[src/core/strap_config_params.svh]
// Constants for strap capture and indexed configuration access.
//
// Overview of operation
// - Seven straps sampled at power-on load enable, base and interrupt; low loads zeros.
// - Channel D strap: 0x2E8 irq 9; channel C: 0x3E8 irq 5; watchdog 0x442.
// - Channel B 0x2E0/0x2F8 irq 4; channel A 0x3E0/0x3F8 irq 3; both high pick F8.
// - Host may rewrite strap-loaded registers; written values then take effect.
// - Index/data ports at 0x2E/0x2F with port strap high, else 0x4E/0x4F.
// - Index port selects a register; data port reads or writes that register.
// - Configuration mode opens only after two consecutive matching key writes.
// - Key straps 00/01/10/11 select entry key 0x77/0xA0/0x87/0x67.
// - Writing 0xAA to the index port closes configuration mode.
// - Selector at index 0x07 picks the logical device for per-device registers.
// - Clock select at index 0x25 written with 1 picks the 48 MHz clock.
// - FIFO mode 0x3 at index 0xF6 gives the selected channel a 128-byte FIFO.
// - Indexes 0x20 and 0x21 return device identification high and low bytes.
// - Writing 1 to index 0x30 enables the selected device at its base.
// - Clock select written with 0 picks the 24 MHz clock.
// - Selector value 0 picks channel A.
`ifndef STRAP_CONFIG_PARAMS_SVH
`define STRAP_CONFIG_PARAMS_SVH

`define IDX_DEVICE_SELECT 8'h07
`define IDX_ID_HIGH 8'h20
`define IDX_ID_LOW 8'h21
`define IDX_CLOCK_SELECT 8'h25
`define IDX_ENABLE 8'h30
`define IDX_BASE_HIGH 8'h60
`define IDX_BASE_LOW 8'h61
`define IDX_IRQ_SELECT 8'h70
`define IDX_FIFO_MODE 8'hf6

`define PORT_INDEX_HI 16'h002e
`define PORT_DATA_HI 16'h002f
`define PORT_INDEX_LO 16'h004e
`define PORT_DATA_LO 16'h004f

`define KEY_CODE_00 8'h77
`define KEY_CODE_01 8'ha0
`define KEY_CODE_10 8'h87
`define KEY_CODE_11 8'h67
`define EXIT_CODE 8'haa

`define LDN_WATCHDOG 8'h08
`define FIFO_DEEP_CODE 2'h3
`define FIFO_MODE_RESET 8'h00
`define CLOCK_SELECT_RESET 8'h00

`define BASE_CHAN_D 16'h02e8
`define IRQ_CHAN_D 8'h09
`define BASE_CHAN_C 16'h03e8
`define IRQ_CHAN_C 8'h05
`define BASE_CHAN_B_ALT 16'h02e0
`define BASE_CHAN_B 16'h02f8
`define IRQ_CHAN_B 8'h04
`define BASE_CHAN_A_ALT 16'h03e0
`define BASE_CHAN_A 16'h03f8
`define IRQ_CHAN_A 8'h03
`define BASE_WATCHDOG 16'h0442
`define IRQ_WATCHDOG 8'h00

`endif

[src/core/strap_config_pkg.sv]
// Types shared by the strap sampler and the configuration register bank.
`default_nettype none
package strap_config_pkg;
  localparam int NUM_DEV = 5;
  localparam int NUM_CHAN = 4;
  localparam int NUM_STRAP = 10;

  typedef enum logic [2:0]
  {
    LOCKED = 3'b001,
    KEY_SEEN = 3'b010,
    CONFIG_OPEN = 3'b100
  } unlock_e;

  typedef logic [7:0] byte_t;

  typedef struct packed
  {
    logic done;
    logic pulse;
    logic [NUM_STRAP-1:0] straps;
  } sampler_s;

  typedef struct packed
  {
    unlock_e state;
    byte_t index;
    byte_t deviceSelect;
    byte_t clockSelect;
    logic [NUM_DEV-1:0] enable;
    logic [NUM_DEV-1:0][7:0] baseHigh;
    logic [NUM_DEV-1:0][7:0] baseLow;
    logic [NUM_DEV-1:0][7:0] irqSelect;
    logic [NUM_CHAN-1:0][7:0] fifoMode;
    byte_t rdData;
    logic rdValid;
  } config_s;
endpackage
`default_nettype wire

[src/core/strap_config_port_access.sv]
// Index/data port configuration register bank with strap-loaded defaults.
`include "strap_config_params.svh"
`default_nettype none
module strap_config_port_access
#(
  // Identification bytes; the values are arbitrary.
  parameter logic [7:0] ID_HIGH = 8'h5a,
  parameter logic [7:0] ID_LOW = 8'h01
)
(
  input wire logic clock,
  input wire logic rstn,
  input wire logic ioWrite,
  input wire logic ioRead,
  input wire logic [15:0] ioAddr,
  input wire logic [7:0] ioWrData,
  output logic ioClaim,
  output logic [7:0] ioRdData,
  output logic ioRdValid,
  input wire logic chanAStrap,
  input wire logic chanAAltStrap,
  input wire logic chanBStrap,
  input wire logic chanBAltStrap,
  input wire logic chanCStrap,
  input wire logic chanDStrap,
  input wire logic watchdogStrap,
  input wire logic configPortStrap,
  input wire logic entryKeyStrapHi,
  input wire logic entryKeyStrapLo,
  output logic configMode,
  output logic clockSelect48,
  output logic [4:0] devEnable,
  output logic [79:0] devBase,
  output logic [39:0] devIrqSelect,
  output logic [31:0] chanFifoMode,
  output logic [3:0] chanFifoDeep
);
  strap_config_pkg::config_s c_q;
  strap_config_pkg::config_s c_d;
  logic loadPulse;
  logic configPortHigh;
  logic [7:0] entryKey;
  logic [4:0] defEnable;
  logic [79:0] defBase;
  logic [39:0] defIrq;
  logic [15:0] indexPort;
  logic [15:0] dataPort;
  logic hitIndex;
  logic hitData;
  logic slotValid;
  logic [2:0] slot;
  logic isChan;

  // ----------------------------------------------------------------------
  // Strap capture
  // ----------------------------------------------------------------------
  strap_sampler u_sampler
  (
    .clock(clock),
    .rstn(rstn),
    .chanAStrap(chanAStrap),
    .chanAAltStrap(chanAAltStrap),
    .chanBStrap(chanBStrap),
    .chanBAltStrap(chanBAltStrap),
    .chanCStrap(chanCStrap),
    .chanDStrap(chanDStrap),
    .watchdogStrap(watchdogStrap),
    .configPortStrap(configPortStrap),
    .entryKeyStrapHi(entryKeyStrapHi),
    .entryKeyStrapLo(entryKeyStrapLo),
    .loadPulse(loadPulse),
    .configPortHigh(configPortHigh),
    .entryKey(entryKey),
    .defEnable(defEnable),
    .defBase(defBase),
    .defIrq(defIrq)
  );

  // ----------------------------------------------------------------------
  // Port decode
  // ----------------------------------------------------------------------
  // port pair
  assign indexPort = configPortHigh ? `PORT_INDEX_HI : `PORT_INDEX_LO;
  assign dataPort = configPortHigh ? `PORT_DATA_HI : `PORT_DATA_LO;
  assign hitIndex = (ioAddr == indexPort);
  assign hitData = (ioAddr == dataPort) && (c_q.state == strap_config_pkg::CONFIG_OPEN);
  assign ioClaim = (ioWrite | ioRead) & (hitIndex | hitData);

  always_comb
  begin
    slotValid = 1'b1;
    slot = 3'd0;
    if (c_q.deviceSelect < 8'd4)
    begin
      slot = c_q.deviceSelect[2:0];
    end
    else if (c_q.deviceSelect == `LDN_WATCHDOG)
    begin
      slot = 3'd4;
    end
    else
    begin
      slotValid = 1'b0;
    end
  end
  assign isChan = slotValid && (slot < 3'd4);

  // ----------------------------------------------------------------------
  // Next state
  // ----------------------------------------------------------------------
  always_comb
  begin
    c_d = c_q;
    c_d.rdValid = 1'b0;
    if (loadPulse)
    begin
      c_d.enable = defEnable;
      c_d.baseHigh = '0;
      c_d.baseLow = '0;
      c_d.irqSelect = defIrq;
      for (int i = 0; i < strap_config_pkg::NUM_DEV; i++)
      begin
        c_d.baseHigh[i] = defBase[i*16+8 +: 8];
        c_d.baseLow[i] = defBase[i*16 +: 8];
      end
    end
    else if (ioWrite && hitIndex)
    begin
      case (c_q.state)
        strap_config_pkg::LOCKED:
        begin
          if (ioWrData == entryKey)
          begin
            c_d.state = strap_config_pkg::KEY_SEEN;
          end
        end
        strap_config_pkg::KEY_SEEN:
        begin
          if (ioWrData == entryKey)
          begin
            c_d.state = strap_config_pkg::CONFIG_OPEN;
          end
          else
          begin
            c_d.state = strap_config_pkg::LOCKED;
          end
        end
        strap_config_pkg::CONFIG_OPEN:
        begin
          if (ioWrData == `EXIT_CODE)
          begin
            c_d.state = strap_config_pkg::LOCKED;
          end
          else
          begin
            c_d.index = ioWrData;
          end
        end
        default:
        begin
          c_d.state = strap_config_pkg::LOCKED;
        end
      endcase
    end
    else if (ioWrite && hitData)
    begin
      if (c_q.index == `IDX_DEVICE_SELECT)
      begin
        c_d.deviceSelect = ioWrData;
      end
      else if (c_q.index == `IDX_CLOCK_SELECT)
      begin
        c_d.clockSelect = ioWrData;
      end
      else if (c_q.index == `IDX_ENABLE && slotValid)
      begin
        c_d.enable[slot] = ioWrData[0];
      end
      else if (c_q.index == `IDX_BASE_HIGH && slotValid)
      begin
        c_d.baseHigh[slot] = ioWrData;
      end
      else if (c_q.index == `IDX_BASE_LOW && slotValid)
      begin
        c_d.baseLow[slot] = ioWrData;
      end
      else if (c_q.index == `IDX_IRQ_SELECT && slotValid)
      begin
        c_d.irqSelect[slot] = ioWrData;
      end
      else if (c_q.index == `IDX_FIFO_MODE && isChan)
      begin
        c_d.fifoMode[slot[1:0]] = ioWrData;
      end
    end
    // Reads return the index on the index port and a register on the data port.
    if (ioRead && hitIndex && c_q.state == strap_config_pkg::CONFIG_OPEN)
    begin
      c_d.rdValid = 1'b1;
      c_d.rdData = c_q.index;
    end
    else if (ioRead && hitData)
    begin
      c_d.rdValid = 1'b1;
      c_d.rdData = 8'h00;
      if (c_q.index == `IDX_ID_HIGH)
      begin
        c_d.rdData = ID_HIGH;
      end
      else if (c_q.index == `IDX_ID_LOW)
      begin
        c_d.rdData = ID_LOW;
      end
      else if (c_q.index == `IDX_DEVICE_SELECT)
      begin
        c_d.rdData = c_q.deviceSelect;
      end
      else if (c_q.index == `IDX_CLOCK_SELECT)
      begin
        c_d.rdData = c_q.clockSelect;
      end
      else if (c_q.index == `IDX_ENABLE && slotValid)
      begin
        c_d.rdData = {7'd0, c_q.enable[slot]};
      end
      else if (c_q.index == `IDX_BASE_HIGH && slotValid)
      begin
        c_d.rdData = c_q.baseHigh[slot];
      end
      else if (c_q.index == `IDX_BASE_LOW && slotValid)
      begin
        c_d.rdData = c_q.baseLow[slot];
      end
      else if (c_q.index == `IDX_IRQ_SELECT && slotValid)
      begin
        c_d.rdData = c_q.irqSelect[slot];
      end
      else if (c_q.index == `IDX_FIFO_MODE && isChan)
      begin
        c_d.rdData = c_q.fifoMode[slot[1:0]];
      end
    end
  end

  // ----------------------------------------------------------------------
  // State register
  // ----------------------------------------------------------------------
  // Reset clears everything but the state, which goes to LOCKED; strap values arrive on the second edge after release via loadPulse.
  always_ff @(posedge clock or negedge rstn)
  begin
    if (!rstn)
    begin
      c_q <= '0;
      c_q.state <= strap_config_pkg::LOCKED;
      c_q.clockSelect <= `CLOCK_SELECT_RESET;
      c_q.fifoMode <= {strap_config_pkg::NUM_CHAN{`FIFO_MODE_RESET}};
    end
    else
    begin
      c_q <= c_d;
    end
  end

  // ----------------------------------------------------------------------
  // Outputs
  // ----------------------------------------------------------------------
  assign ioRdData = c_q.rdData;
  assign ioRdValid = c_q.rdValid;
  assign configMode = (c_q.state == strap_config_pkg::CONFIG_OPEN);
  assign clockSelect48 = c_q.clockSelect[0];
  assign devEnable = c_q.enable;

  genvar g;
  generate
    for (g = 0; g < strap_config_pkg::NUM_DEV; g++)
    begin : g_dev
      assign devBase[g*16 +: 16] = {c_q.baseHigh[g], c_q.baseLow[g]};
      assign devIrqSelect[g*8 +: 8] = c_q.irqSelect[g];
    end
    for (g = 0; g < strap_config_pkg::NUM_CHAN; g++)
    begin : g_chan
      assign chanFifoMode[g*8 +: 8] = c_q.fifoMode[g];
      assign chanFifoDeep[g] = (c_q.fifoMode[g][1:0] == `FIFO_DEEP_CODE);
    end
  endgenerate
endmodule
`default_nettype wire

[src/core/strap_sampler.sv]
// Strap capture after reset release and decode of strap-derived defaults.
`include "strap_config_params.svh"
`default_nettype none
module strap_sampler
(
  input wire logic clock,
  input wire logic rstn,
  input wire logic chanAStrap,
  input wire logic chanAAltStrap,
  input wire logic chanBStrap,
  input wire logic chanBAltStrap,
  input wire logic chanCStrap,
  input wire logic chanDStrap,
  input wire logic watchdogStrap,
  input wire logic configPortStrap,
  input wire logic entryKeyStrapHi,
  input wire logic entryKeyStrapLo,
  output logic loadPulse,
  output logic configPortHigh,
  output logic [7:0] entryKey,
  output logic [4:0] defEnable,
  output logic [79:0] defBase,
  output logic [39:0] defIrq
);
  strap_config_pkg::sampler_s s_q;
  strap_config_pkg::sampler_s s_d;
  logic [9:0] st;

  // ----------------------------------------------------------------------
  // Capture
  // ----------------------------------------------------------------------
  // Straps are caught on the first edge after release, never by the reset itself.
  always_comb
  begin
    s_d = s_q;
    s_d.pulse = 1'b0;
    if (!s_q.done)
    begin
      s_d.done = 1'b1;
      s_d.pulse = 1'b1;
      s_d.straps = {entryKeyStrapHi, entryKeyStrapLo, configPortStrap, watchdogStrap,
        chanDStrap, chanCStrap, chanBAltStrap, chanBStrap, chanAAltStrap, chanAStrap};
    end
  end

  always_ff @(posedge clock or negedge rstn)
  begin
    if (!rstn)
    begin
      s_q <= '0;
    end
    else
    begin
      s_q <= s_d;
    end
  end

  // ----------------------------------------------------------------------
  // Decode
  // ----------------------------------------------------------------------
  assign st = s_q.straps;
  assign loadPulse = s_q.pulse;
  assign configPortHigh = st[7];

  always_comb
  begin
    case (st[9:8])
      2'b00: entryKey = `KEY_CODE_00;
      2'b01: entryKey = `KEY_CODE_01;
      2'b10: entryKey = `KEY_CODE_10;
      default: entryKey = `KEY_CODE_11;
    endcase
  end

  always_comb
  begin
    defEnable = {st[6], st[5], st[4], st[3] | st[2], st[1] | st[0]};
    defBase = '0;
    defIrq = '0;
    if (st[0])
    begin
      defBase[15:0] = `BASE_CHAN_A;
    end
    else if (st[1])
    begin
      defBase[15:0] = `BASE_CHAN_A_ALT;
    end
    if (st[0] | st[1])
    begin
      defIrq[7:0] = `IRQ_CHAN_A;
    end
    if (st[2])
    begin
      defBase[31:16] = `BASE_CHAN_B;
    end
    else if (st[3])
    begin
      defBase[31:16] = `BASE_CHAN_B_ALT;
    end
    if (st[2] | st[3])
    begin
      defIrq[15:8] = `IRQ_CHAN_B;
    end
    if (st[4])
    begin
      defBase[47:32] = `BASE_CHAN_C;
      defIrq[23:16] = `IRQ_CHAN_C;
    end
    if (st[5])
    begin
      defBase[63:48] = `BASE_CHAN_D;
      defIrq[31:24] = `IRQ_CHAN_D;
    end
    if (st[6])
    begin
      defBase[79:64] = `BASE_WATCHDOG;
      defIrq[39:32] = `IRQ_WATCHDOG;
    end
  end
endmodule
`default_nettype wire

[config.mk]
export PLATFORM = sky130hd
export DESIGN_NAME = strap_config_port_access
export DESIGN_NICKNAME = d
export VERILOG_FILES = /design/src/core/strap_config_pkg.sv /design/src/core/strap_config_port_access.sv /design/src/core/strap_sampler.sv
export VERILOG_INCLUDE_DIRS = /design/src /design/src/core
export SDC_FILE = /design/constraint.sdc
export NUM_CORES = 1
export LEC_CHECK = 0
export BUFFER_PORTS_ARGS = -buffer_cell sky130_fd_sc_hd__buf_2
export CAP_MARGIN = 20
export CORE_MARGIN = 1.5
export CORE_UTILIZATION = 60
export CTS_BUF_LIST = sky130_fd_sc_hd__clkbuf_8
export CTS_CLUSTER_DIAMETER = 50
export CTS_CLUSTER_SIZE = 8
export DETAILED_ROUTE_END_ITERATION = 6
export PLACE_DENSITY = 0.88
export SLEW_MARGIN = 0
export SYNTH_ARGS = -nofsm -noshare
export SYNTH_HDL_FRONTEND = slang
export SYNTH_SLANG_ARGS = --single-unit
[constraint.sdc]
create_clock -name clock -period 5.5 [get_ports clock]
set_input_delay 0.825 -clock clock [delete_from_list [all_inputs] [get_ports clock]]
set_output_delay 0.825 -clock clock [all_outputs]
set_load 0.05 [all_outputs]
* Word-level counts from Yosys, hierarchy flattened *
Cells that the tools add are included.

operators by class
  muxes and demuxes = 69
  multiply operators = 0
  div/mod/pow operators = 0
  bitwise operators = 14
  shift operators = 0
  equal/unequal tests = 31
  reductions and logical operators = 30
  $add $sub $neg = 0
  magnitude comparators = 6

operators by type and width
  cell                                           number
  2-to-1 mux 157 bit                             4
  2-to-1 mux 152 bit                             1
  2-to-1 mux 125 bit                             1
  bitwise mux 40 bit                             3
  2-to-1 mux 40 bit                              3
  2-to-1 mux 8 bit                               15
  2-to-1 mux 112 bit                             1
  binary-select mux 8 bit (select 3 bit)         3
  2-to-1 mux 72 bit                              1
  2-to-1 mux 32 bit                              2
  2-to-1 mux 10 bit                              4
  bitwise mux 32 bit                             1
  == test 16 x 7 -> 1 bit                        2
  == test 8 x 6 -> 1 bit, second input constant  4
  2-to-1 mux 16 bit                              2
  demux 8 bit (select 3 bit)                     1
  == test 8 x 7 -> 1 bit, second input constant  3
  case mux 8 bit (3 select lines)                1
  2-to-1 mux 11 bit                              2
  2-to-1 mux 3 bit                               7
  2-to-1 mux 9 bit                               2
  binary-select mux 8 bit (select 2 bit)         1
  demux 8 bit (select 2 bit)                     1
  == test 8 bit, second input constant           2
  other kinds (37)                               83

storage, ports and cells
  logic and storage cells = 179
  output and inout port bits = 173
  memories = 0
  register bits = 205
  input port bits = 38
  latch bits = 0
  ROM bits = 0
  RAM bits = 0

* Depth between registers and ports, before layout *
Gate-level depths: netlist of the first run.

  depth in word-level cells = 18
  depth in mapped cells = 10
  gate-level depth less buffers = 7

* Cells and area by module *
A second synthesis of the first run with hierarchy kept.

second synthesis, totals
  cells, all modules = 1535
  area, all modules = 14378.8 um^2

modules (own cells, without submodules)
  module                    sequential area each (um^2)  area each (um^2)  times used  cells an instance
  strap_config_port_access  4830.9                       12894.9           1           1373
  strap_sampler             300.3                        1483.9            1           162

* Worst setup path before layout of the first run *
OpenSTA, ideal clock, no wires.

  kind = register -> output
  from = reg c_q[191] in the netlist's numbering
  to = out ioClaim
  data required time = 4.675 ns
  path buffers = 0
  cell stages (with the launch flop) = 3
  setup slack = 2.403 ns
  arrival = 2.272 ns
  path through = dfrtp_1 -> nor3_1 -> o221a_2

between the ends
  cells in the longest elaborated chain, start to end = 4

RTL lines
  element            line                            source
  from (decl)        strap_config_port_access.sv:38  strap_config_pkg::config_s c_q;
  == test 3 bit      n/a
  via configMode     strap_config_port_access.sv:30  output logic configMode,
  logical AND 1 bit  strap_config_port_access.sv:86  assign hitData = (ioAddr == dataPort) && (c_q.state == strap_config_pkg::CONFIG_OPEN);
  bitwise OR 1 bit   strap_config_port_access.sv:87  assign ioClaim = (ioWrite | ioRead) & (hitIndex | hitData);
  bitwise AND 1 bit  strap_config_port_access.sv:87
  to (decl)          strap_config_port_access.sv:17  output logic ioClaim,

The timed path passes the listed nets, and every way through them passes these cells.

* Worst setup path in the final report of the first run *
  from = reg c_q[177] in the netlist's numbering
  to = reg c_q (netlist bit ioRdData[6])

between the ends
  cells in the longest elaborated chain, start to end = 17
  elaborated cells on any way between the ends = 32
  those cells by class = order compare: 2; eq/ne: 1; mux: 23; reduce/logical: 6

RTL lines
  element                                                                               line                             source
  parallel branches: the longest is 10 deep, another holds < comparator 8 x 3 -> 1 bit  n/a
  2-to-1 mux 8 bit (*)                                                                  strap_config_port_access.sv:222  else if (c_q.index == `IDX_ENABLE && slotValid)
  2-to-1 mux 8 bit (*)                                                                  strap_config_port_access.sv:218  else if (c_q.index == `IDX_CLOCK_SELECT)
  2-to-1 mux 8 bit (*)                                                                  strap_config_port_access.sv:214  else if (c_q.index == `IDX_DEVICE_SELECT)
  2-to-1 mux 8 bit (*)                                                                  strap_config_port_access.sv:210  else if (c_q.index == `IDX_ID_LOW)
  2-to-1 mux 8 bit (*)                                                                  strap_config_port_access.sv:206  if (c_q.index == `IDX_ID_HIGH)
  2-to-1 mux 9 bit (*)                                                                  strap_config_port_access.sv:202  else if (ioRead && hitData)
  2-to-1 mux 9 bit (*)                                                                  strap_config_port_access.sv:197  if (ioRead && hitIndex && c_q.state == strap_config_pkg::CONFIG_OPEN)

Mark *: on every way between the ends. The select of a mux whose other input is x is not followed.
A chain may end at the register's enable or synchronous reset.

==> metrics.yaml, run 1 <==
h_tree_depth: 1
cts_setup_buffers: 0
floorplan.rows: 52
synth_top_cells_by_area: "sky130_fd_sc_hd__dfrtp_1 41%, sky130_fd_sc_hd__buf_4 10%, sky130_fd_sc_hd__mux2_2 7.6%"
globalRouteOverflowTotal: 0
gp_congestion: 1.01
register_bit_count_reported_by_yosys: 205
buffers_on_ports: 210
grt_max_degree: 106
clk-insertion-delay-late_ps: 570
yosysWarningCount: 0
hold_path_class: "in2async"
synthDistinctLibCells: 81
worst_slew_pin_slew_ps: 1210
timing.final.max_slew_violations: 0
finalHoldViolCount: 0
critPathCaptureType: "register"
number_of_antenna_violations_at_the_first_check_in_global_routing: 0
clock_tree_from_tritoncts: "built"
syn_nets: 1358
via_count: 11285
first_global_vias: 10543
detailed_place_hpwl_mm: 30.1
clk_pin_slew_ps: 70
crit_fanout: 18
gr-usage-all-layers: 0.387
setup-violations-final: 0
die_area_mm2: 0.0216
number_of_enable_type_register_cells_in_the_synthesized_netlist: 0
avgViaCountPerCell: 7.02
synthFlopType: "sky130_fd_sc_hd__dfrtp_1"
top_level_ports: 211
yosysTopAreaCellShare: 0.411
cts_hold_buf: 0
max_cap_violations: 0
post_cts.resized_instances: 0
final_nets: 1368
global_route_wire_length_before_repair_mm: 63.9
die_height_um: 147
die_width_um: 147
fin_worst_hold_slack_ps: 324
timing.setup.tns_ps: 0
drcViolationCount: 0
ctsLongestPathBuffers: 3
asyncSetResetFlopFracSynth: 1.00
initial_util: 0.613
worst_clock_skew_ps: 12.1
synth_seq_area_share: 0.413
clock_sink_count: 205
crit_buf_inv: 0
placeableCoreArea_mm2: 0.0202
timing.slew.headroom: 0.182
final_layout_size_suffix_gt1_frac: 0.293
min_period_over_period: 0.688
routed_wirelength_mm: 42.1
timing_worst_setup_path_type: "reg2reg"
drtAntennaViolNets: 0
power.ir.vdd_worst_mv: 0.184
crit_path_top_delay_cell: "sky130_fd_sc_hd__nor2_1"
mappedNetlistArea_mm2: 0.0124
crit_path_frequent_cell: "sky130_fd_sc_hd__a221oi_1"
critPathMaxStageDelay_ps: 910
wl_per_instance_um: 26.2
dr.pass1.iters: 6
worst_setup_path_start_kind: "register"
area_growth_pct: 3.59
critPathRequiredTime_ps: 5950
syn_avg_cell_area_um2: 9.42
run_status: "finished clean"
leakage_nw: 6.07
critPathArrivalTime_ps: 4240
n_antenna_cell: 0
post_synth_inst_count: 1317
largest_delay_contributor_family_on_the_critical_path: "simple AND/OR/NAND/NOR gates"
post-synth-top-area-cell: "sky130_fd_sc_hd__dfrtp_1"
max_freq_mhz: 264
clock_tree.root_cell: "sky130_fd_sc_hd__clkbuf_8"
worstPathCellList: "or4b_2 > nor2_1 > a221oi_1 > a221oi_1 > o21ai_0 > a22oi_1 > o21ai_1"
numCtsBuffers: 30
power_density_mw_per_mm2: 240
drt_iter0_drc: 1695
unrepaired_setup_endpoints_after_global_routing: "no"
fin_crit_ps: 3780
where the power goes:
part / switching, mW / internal (mW) / leakage, nW
Sequential: 0.0483 / 1.55 / 2.73
Clock: 0.574 / 0.548 / 0.287
Combinational: 0.274 / 0.0916 / 3.05
Total: 0.896 / 2.19 / 6.07
registers in the layout, summed over array words and instances, names as in the netlist:
register and flops:
c_q 26, chanFifoMode 32, clockSelect48 1, devBase 80
devEnable 5, devIrqSelect 40, ioRdData 8, ioRdValid 1
u_sampler.loadPulse 1, u_sampler.s_q 1, u_sampler.st 10
layout make-up:
type                    instances  area (um^2)
fillers                      1623         7380
well taps                     270          338
inverters                      20         75.1
flip-flops and latches        205         5130
repair buffers                227         1200
multi-input cells             843         5600
clock buffers                  34          468
clock inverters                 9         37.5
cells in the mapped netlist (10+ instances only):
cell / number
sky130_fd_sc_hd__nor2_1: 59
sky130_fd_sc_hd__mux2_2: 84
sky130_fd_sc_hd__nor3_1: 23
sky130_fd_sc_hd__o31ai_1: 36
sky130_fd_sc_hd__mux2i_1: 27
sky130_fd_sc_hd__inv_1: 20
sky130_fd_sc_hd__clkbuf_1: 53
sky130_fd_sc_hd__and3_1: 12
sky130_fd_sc_hd__dfrtp_1: 204
sky130_fd_sc_hd__o21ai_0: 82
sky130_fd_sc_hd__nand4_1: 15
sky130_fd_sc_hd__a22o_1: 13
sky130_fd_sc_hd__buf_2: 22
sky130_fd_sc_hd__a221oi_1: 11
sky130_fd_sc_hd__nand2_1: 169
sky130_fd_sc_hd__nor2b_1: 10
sky130_fd_sc_hd__o41ai_1: 15
sky130_fd_sc_hd__buf_4: 170
sky130_fd_sc_hd__a31oi_1: 11
sky130_fd_sc_hd__a21oi_1: 52
sky130_fd_sc_hd__nand3_1: 28
sky130_fd_sc_hd__o22ai_1: 13
metrics by stage:
stage	utilization	area [um^2]	setup slack [ps]	std cells	power (mW)
2_1_floorplan	-	12400	2400	1317	1.89
3_3_place_gp	0.610	12300	1540	1564	1.97
3_5_place_dp	0.610	12300	1430	1564	1.98
4_1_cts	0.635	12800	1990	1607	3.07
5_1_grt	0.635	12900	1680	1608	3.16
6_report	0.635	12900	1720	1608	3.09
logic make-up (layout without fill, tap and decap cells):
kind of cell | Yosys count | count (layout) | share of synthesized area
compound gates | 327 | 327 | 0.179
xor+xnor | 3 | 3 | 0.00212
fa+ha+maj | 3 | 3 | 0.00303
buf+inv | 269 | 290 | 0.135
flops | 205 | 205 | 0.413
mux | 112 | 112 | 0.0998
other cells | 1 | 1 | 0.000302
simple gates | 397 | 397 | 0.167
metal layers:
| metal | track usage | wire length, um | share of wire | vias to the layer above |
|---|---|---|---|---|
| met3 | 0.0823 | 5670 | 0.13 | 211 |
| met5 | 0 | 0 | 0 | - |
| li1 | - | - | - | 4632 |
| met4 | 0.186 | 2350 | 0.056 | 0 |
| met1 | 0.544 | 15800 | 0.38 | 5409 |
| met2 | 0.572 | 18300 | 0.43 | 1033 |
final timing paths:
kind | startpoint | to | slack (ps) | cells past startpoint
max | c_q[177] | ioRdData[6] | 1720 | 7
min in group clock | entryKeyStrapHi | u_sampler.st[9] | 480 | 2
min reg2reg | devBase[52] | devBase[52] | 500 | 1
max in group asynchronous | rstn | devBase[66] | 4160 | 2
min | rstn | devBase[31] | 320 | 1
max reg2reg | c_q[177] | ioRdData[6] | 1720 | 7
layout by cell type (no fill, tap or decap), types with 16 or more instances in the layout:
| cell | count |
|---|---|
| sky130_fd_sc_hd__a21oi_1 | 52 |
| sky130_fd_sc_hd__buf_2 | 209 |
| sky130_fd_sc_hd__buf_4 | 16 |
| sky130_fd_sc_hd__clkbuf_8 | 35 |
| sky130_fd_sc_hd__dfrtp_1 | 202 |
| sky130_fd_sc_hd__inv_1 | 28 |
| sky130_fd_sc_hd__mux2_2 | 84 |
| sky130_fd_sc_hd__mux2i_1 | 27 |
| sky130_fd_sc_hd__nand2_1 | 169 |
| sky130_fd_sc_hd__nand3_1 | 28 |
| sky130_fd_sc_hd__nor2_1 | 59 |
| sky130_fd_sc_hd__nor3_1 | 23 |
| sky130_fd_sc_hd__o21ai_0 | 82 |
| sky130_fd_sc_hd__o31ai_1 | 36 |
(Power assumes the default switching activity.)
==> run 2, diff against run 1 <==
--- a/config.mk
+++ b/config.mk
@@ -6,15 +6,16 @@
 export SDC_FILE = /design/constraint.sdc
 export NUM_CORES = 1
 export LEC_CHECK = 0
+export ABC_AREA = 1
 export BUFFER_PORTS_ARGS = -buffer_cell sky130_fd_sc_hd__buf_2
 export CAP_MARGIN = 20
 export CORE_MARGIN = 1.5
-export CORE_UTILIZATION = 60
+export CORE_UTILIZATION = 53
 export CTS_BUF_LIST = sky130_fd_sc_hd__clkbuf_8
 export CTS_CLUSTER_DIAMETER = 50
 export CTS_CLUSTER_SIZE = 8
 export DETAILED_ROUTE_END_ITERATION = 6
-export PLACE_DENSITY = 0.88
+export PLACE_DENSITY = 0.83
 export SLEW_MARGIN = 0
 export SYNTH_ARGS = -nofsm -noshare
 export SYNTH_HDL_FRONTEND = slang
==> constraint.sdc (replaced) <==
create_clock -name clock -period 3.2 [get_ports clock]
set_input_delay 0.48 -clock clock [delete_from_list [all_inputs] [get_ports clock]]
set_output_delay 0.48 -clock clock [all_outputs]
set_load 0.05 [all_outputs]
==> run 2 against run 1 <==
Net effect: the run now ends with hold timing left; sequential power up 69%; synthesized cell count increased by 35%; total power is 84% higher; setup slack worse by 1400 ps; routed wire length grew 6.9%; global-route usage down 2.1 points; critical path depth is 4 higher; sequential share of layout area fell by 2.5 points; count of clock-buffer cells in the layout is 5 higher; register-to-register slack lost 1400 ps; critical path type unchanged; critical endpoint is now devBase[71]; highest routed layer unchanged.
==> metrics.yaml, run 2 <==
area_growth_pct: 8.25
worst_clock_skew_ps: 27.2  # +15.1 ps
clk_pin_slew_ps: 70  # about the same
top_level_ports: 211  # unchanged
clock_tree_from_tritoncts: "built"
yosysTopAreaCellShare: 0.403  # -0.00789
min_period_over_period: 0.916  # +0.228
numCtsBuffers: 35  # +17%
power.ir.vdd_worst_mv: 0.363  # +97%
routed_wirelength_mm: 45.0  # +6.9%
design_area_mm2: 0.0137  # +6.5%
floorplan.rows: 56  # +7.7%
reg2reg_from: "c_q[187]"
run_status: "finished, violations left"
syn_nets: 1823  # +34%
clock_sink_count: 205  # unchanged
violations: "hold timing"
dr.pass1.iters: 7  # +1
h_tree_depth: 2  # +1
power_density_mw_per_mm2: 415  # +73%
critPathRequiredTime_ps: 3650  # -2300 ps
final_critical_path_setup_slack_ps: 268  # -1450 ps
fin_worst_hold_slack_ps: -25.3  # -349 ps
placeableCoreArea_mm2: 0.0235  # +16%
final_layout_size_suffix_gt1_frac: 0.201  # -0.0924
timing.final.max_slew_violations: 0  # unchanged
largest_register_ff_count: 80  # unchanged
preCtsSetupSlack_ps: 253  # -1180 ps
register_bit_count_reported_by_yosys: 205  # unchanged
global_route_wire_length_before_repair_mm: 66.8  # +4.6%
grt_max_degree: 82  # -23%
number_of_enable_type_register_cells_in_the_synthesized_netlist: 0  # unchanged
synth_common_cells: "572 x sky130_fd_sc_hd__nand2_1, 204 x sky130_fd_sc_hd__dfrtp_1, 182 x sky130_fd_sc_hd__inv_1"
drtAntennaViolNets: 0  # unchanged
globalRouteOverflowTotal: 0  # unchanged
layout_common_cells: "572 x sky130_fd_sc_hd__nand2_1, 209 x sky130_fd_sc_hd__buf_2, 204 x sky130_fd_sc_hd__dfrtp_1"
yosysWarningCount: 0  # unchanged
first_global_vias: 11417  # +8.3%
die_height_um: 158  # +7.3%
critPathCaptureType: "register"
timing_worst_setup_path_type: "reg2reg"
drcViolationCount: 0  # unchanged
synthDistinctLibCells: 50  # -38%
syn_avg_cell_area_um2: 7.10  # -25%
wl_per_instance_um: 20.5  # -22%
gr-usage-all-layers: 0.366  # -0.0210
hold_path_class: "in2async"
clock_tree.root_cell: "sky130_fd_sc_hd__clkbuf_8"
final_nets: 1900  # +39%
leakage_nw: 7.54  # +24%
clk-insertion-delay-late_ps: 560  # about the same
mappedNetlistArea_mm2: 0.0127  # +2.0%
drt_iter0_drc: 1725  # +1.8%
cts_setup_buffers: 0  # unchanged
ctsLongestPathBuffers: 3  # unchanged
synth_seq_area_share: 0.406  # -0.00793
crit_fanout: 12  # -6
detailed_place_hpwl_mm: 33.9  # +13%
synthFlopType: "sky130_fd_sc_hd__dfrtp_1"
worst_setup_path_start_kind: "register"
initial_util: 0.539  # -0.0743
reg2reg_slack_ps: 270  # -1450 ps
die_area_mm2: 0.0248  # +15%
critPathArrivalTime_ps: 3390  # -850 ps
multi_input_area_mm2: 0.00526  # -6.1%
max_cap_violations: 0  # unchanged
avgViaCountPerCell: 5.70  # -19%
asyncSetResetFlopFracSynth: 1.00  # unchanged
fillCellCount: 2215  # +36%
max_freq_mhz: 341  # +29%
synth_most_common_cell: "sky130_fd_sc_hd__nand2_1"
gp_congestion: 1.08  # +7.0%
die_width_um: 158  # +7.3%
setup-violations-final: 0  # unchanged
crit-reg2reg-capture: "devBase[71]"
placed_cell_areas_mm2: 0.0131  # +5.7%
worst_slew_pin_slew_ps: 976  # -238 ps
worstRegToRegCells: 11  # +4
post_synth_inst_count: 1782  # +35%
unrepaired_setup_endpoints_after_global_routing: "no"
finalHoldViolCount: 19  # +19
mostFrequentLayoutCell: "sky130_fd_sc_hd__nand2_1"
buffers_on_ports: 210  # unchanged
cts_hold_buf: 0  # unchanged
number_of_antenna_violations_at_the_first_check_in_global_routing: 0  # unchanged
post-synth-top-area-cell: "sky130_fd_sc_hd__dfrtp_1"
fin_crit_ps: 2930  # -851 ps
timing.setup.tns_ps: 0  # unchanged
timing.slew.headroom: 0.342  # +0.160
post_cts.resized_instances: 0  # unchanged
via_count: 12501  # +11%
synth_top_cells_by_area: "sky130_fd_sc_hd__dfrtp_1 40%, sky130_fd_sc_hd__nand2_1 17%, sky130_fd_sc_hd__buf_4 9.8%"
layout.area.seq_mm2: 0.00513  # about the same
run 2: stage by stage:
step	utilization	instances	hold WS [ps]	power, mW
2_1_floorplan	-	1782	184	3.19
3_3_place_gp	0.556	2141	458	3.38
3_5_place_dp	0.556	2141	474	3.39
4_1_cts	0.583	2194	18.2	5.66
5_1_grt	0.583	2194	29.1	5.84
6_report	0.583	2195	-25.3	5.68
run 2: final cells by class:
cell class              instances  area share
flip-flops and latches        205       0.375
clock inverters                14     0.00767
multi-input cells            1148       0.384
diodes                          1    0.000183
inverters                     202      0.0554
clock buffers                  39      0.0392
well taps                     319      0.0291
repair buffers                267       0.110
run 2: critical path, cell delays in order (launching register included):
cell                      delay (ps)
sky130_fd_sc_hd__dfrtp_1         420
sky130_fd_sc_hd__nand2_1         140
sky130_fd_sc_hd__inv_1            70
sky130_fd_sc_hd__nand2_1          90
sky130_fd_sc_hd__nor4_1           80
sky130_fd_sc_hd__nor2_2          380
sky130_fd_sc_hd__inv_2           160
sky130_fd_sc_hd__nor2_4          290
sky130_fd_sc_hd__nand3_1         260
sky130_fd_sc_hd__o21ai_1         730
sky130_fd_sc_hd__nand2_1          90
sky130_fd_sc_hd__o21ai_1         110
run 2: cell families (layout without fill, tap and decap cells):
family                   count (synthesis)  after routing  share of synthesized area
other                                    1              2                   0.000296
adder cells (fa/ha/maj)                  3              3                    0.00297
AO/OA/AOI/OAI                          271            271                      0.118
buffers and inverters                  429            522                      0.179
AND/OR/NAND/NOR                        873            873                      0.295
flip-flops                             205            205                      0.406
run 2: how the worst max path moves through the flow:
stage | endpoint | cells past startpoint | slack [ps] | start
after CTS | devBase[71] | 11 | 410 | c_q[187]
final | devBase[71] | 11 | 270 | c_q[187]
after global placement | devBase[71] | 10 | 290 | ioAddr[6]
after floorplan | ioClaim | 5 | 340 | c_q[191]
after global routing | devBase[71] | 12 | 50 | c_q[186]
after detailed placement | devBase[71] | 10 | 250 | ioAddr[6]
run 2: layer usage:
layer,track usage,wire length (um)
met1,0.504,18100
met2,0.517,18600
met3,0.114,6010
met4,0.183,2330
met5,0,0
run 2: report_power, final:
| part | switching, mW | internal (mW) |
|---|---|---|
| clock network | 1.13 | 1.20 |
| registers | 0.0600 | 2.65 |
| logic | 0.506 | 0.141 |
| total | 1.69 | 3.99 |
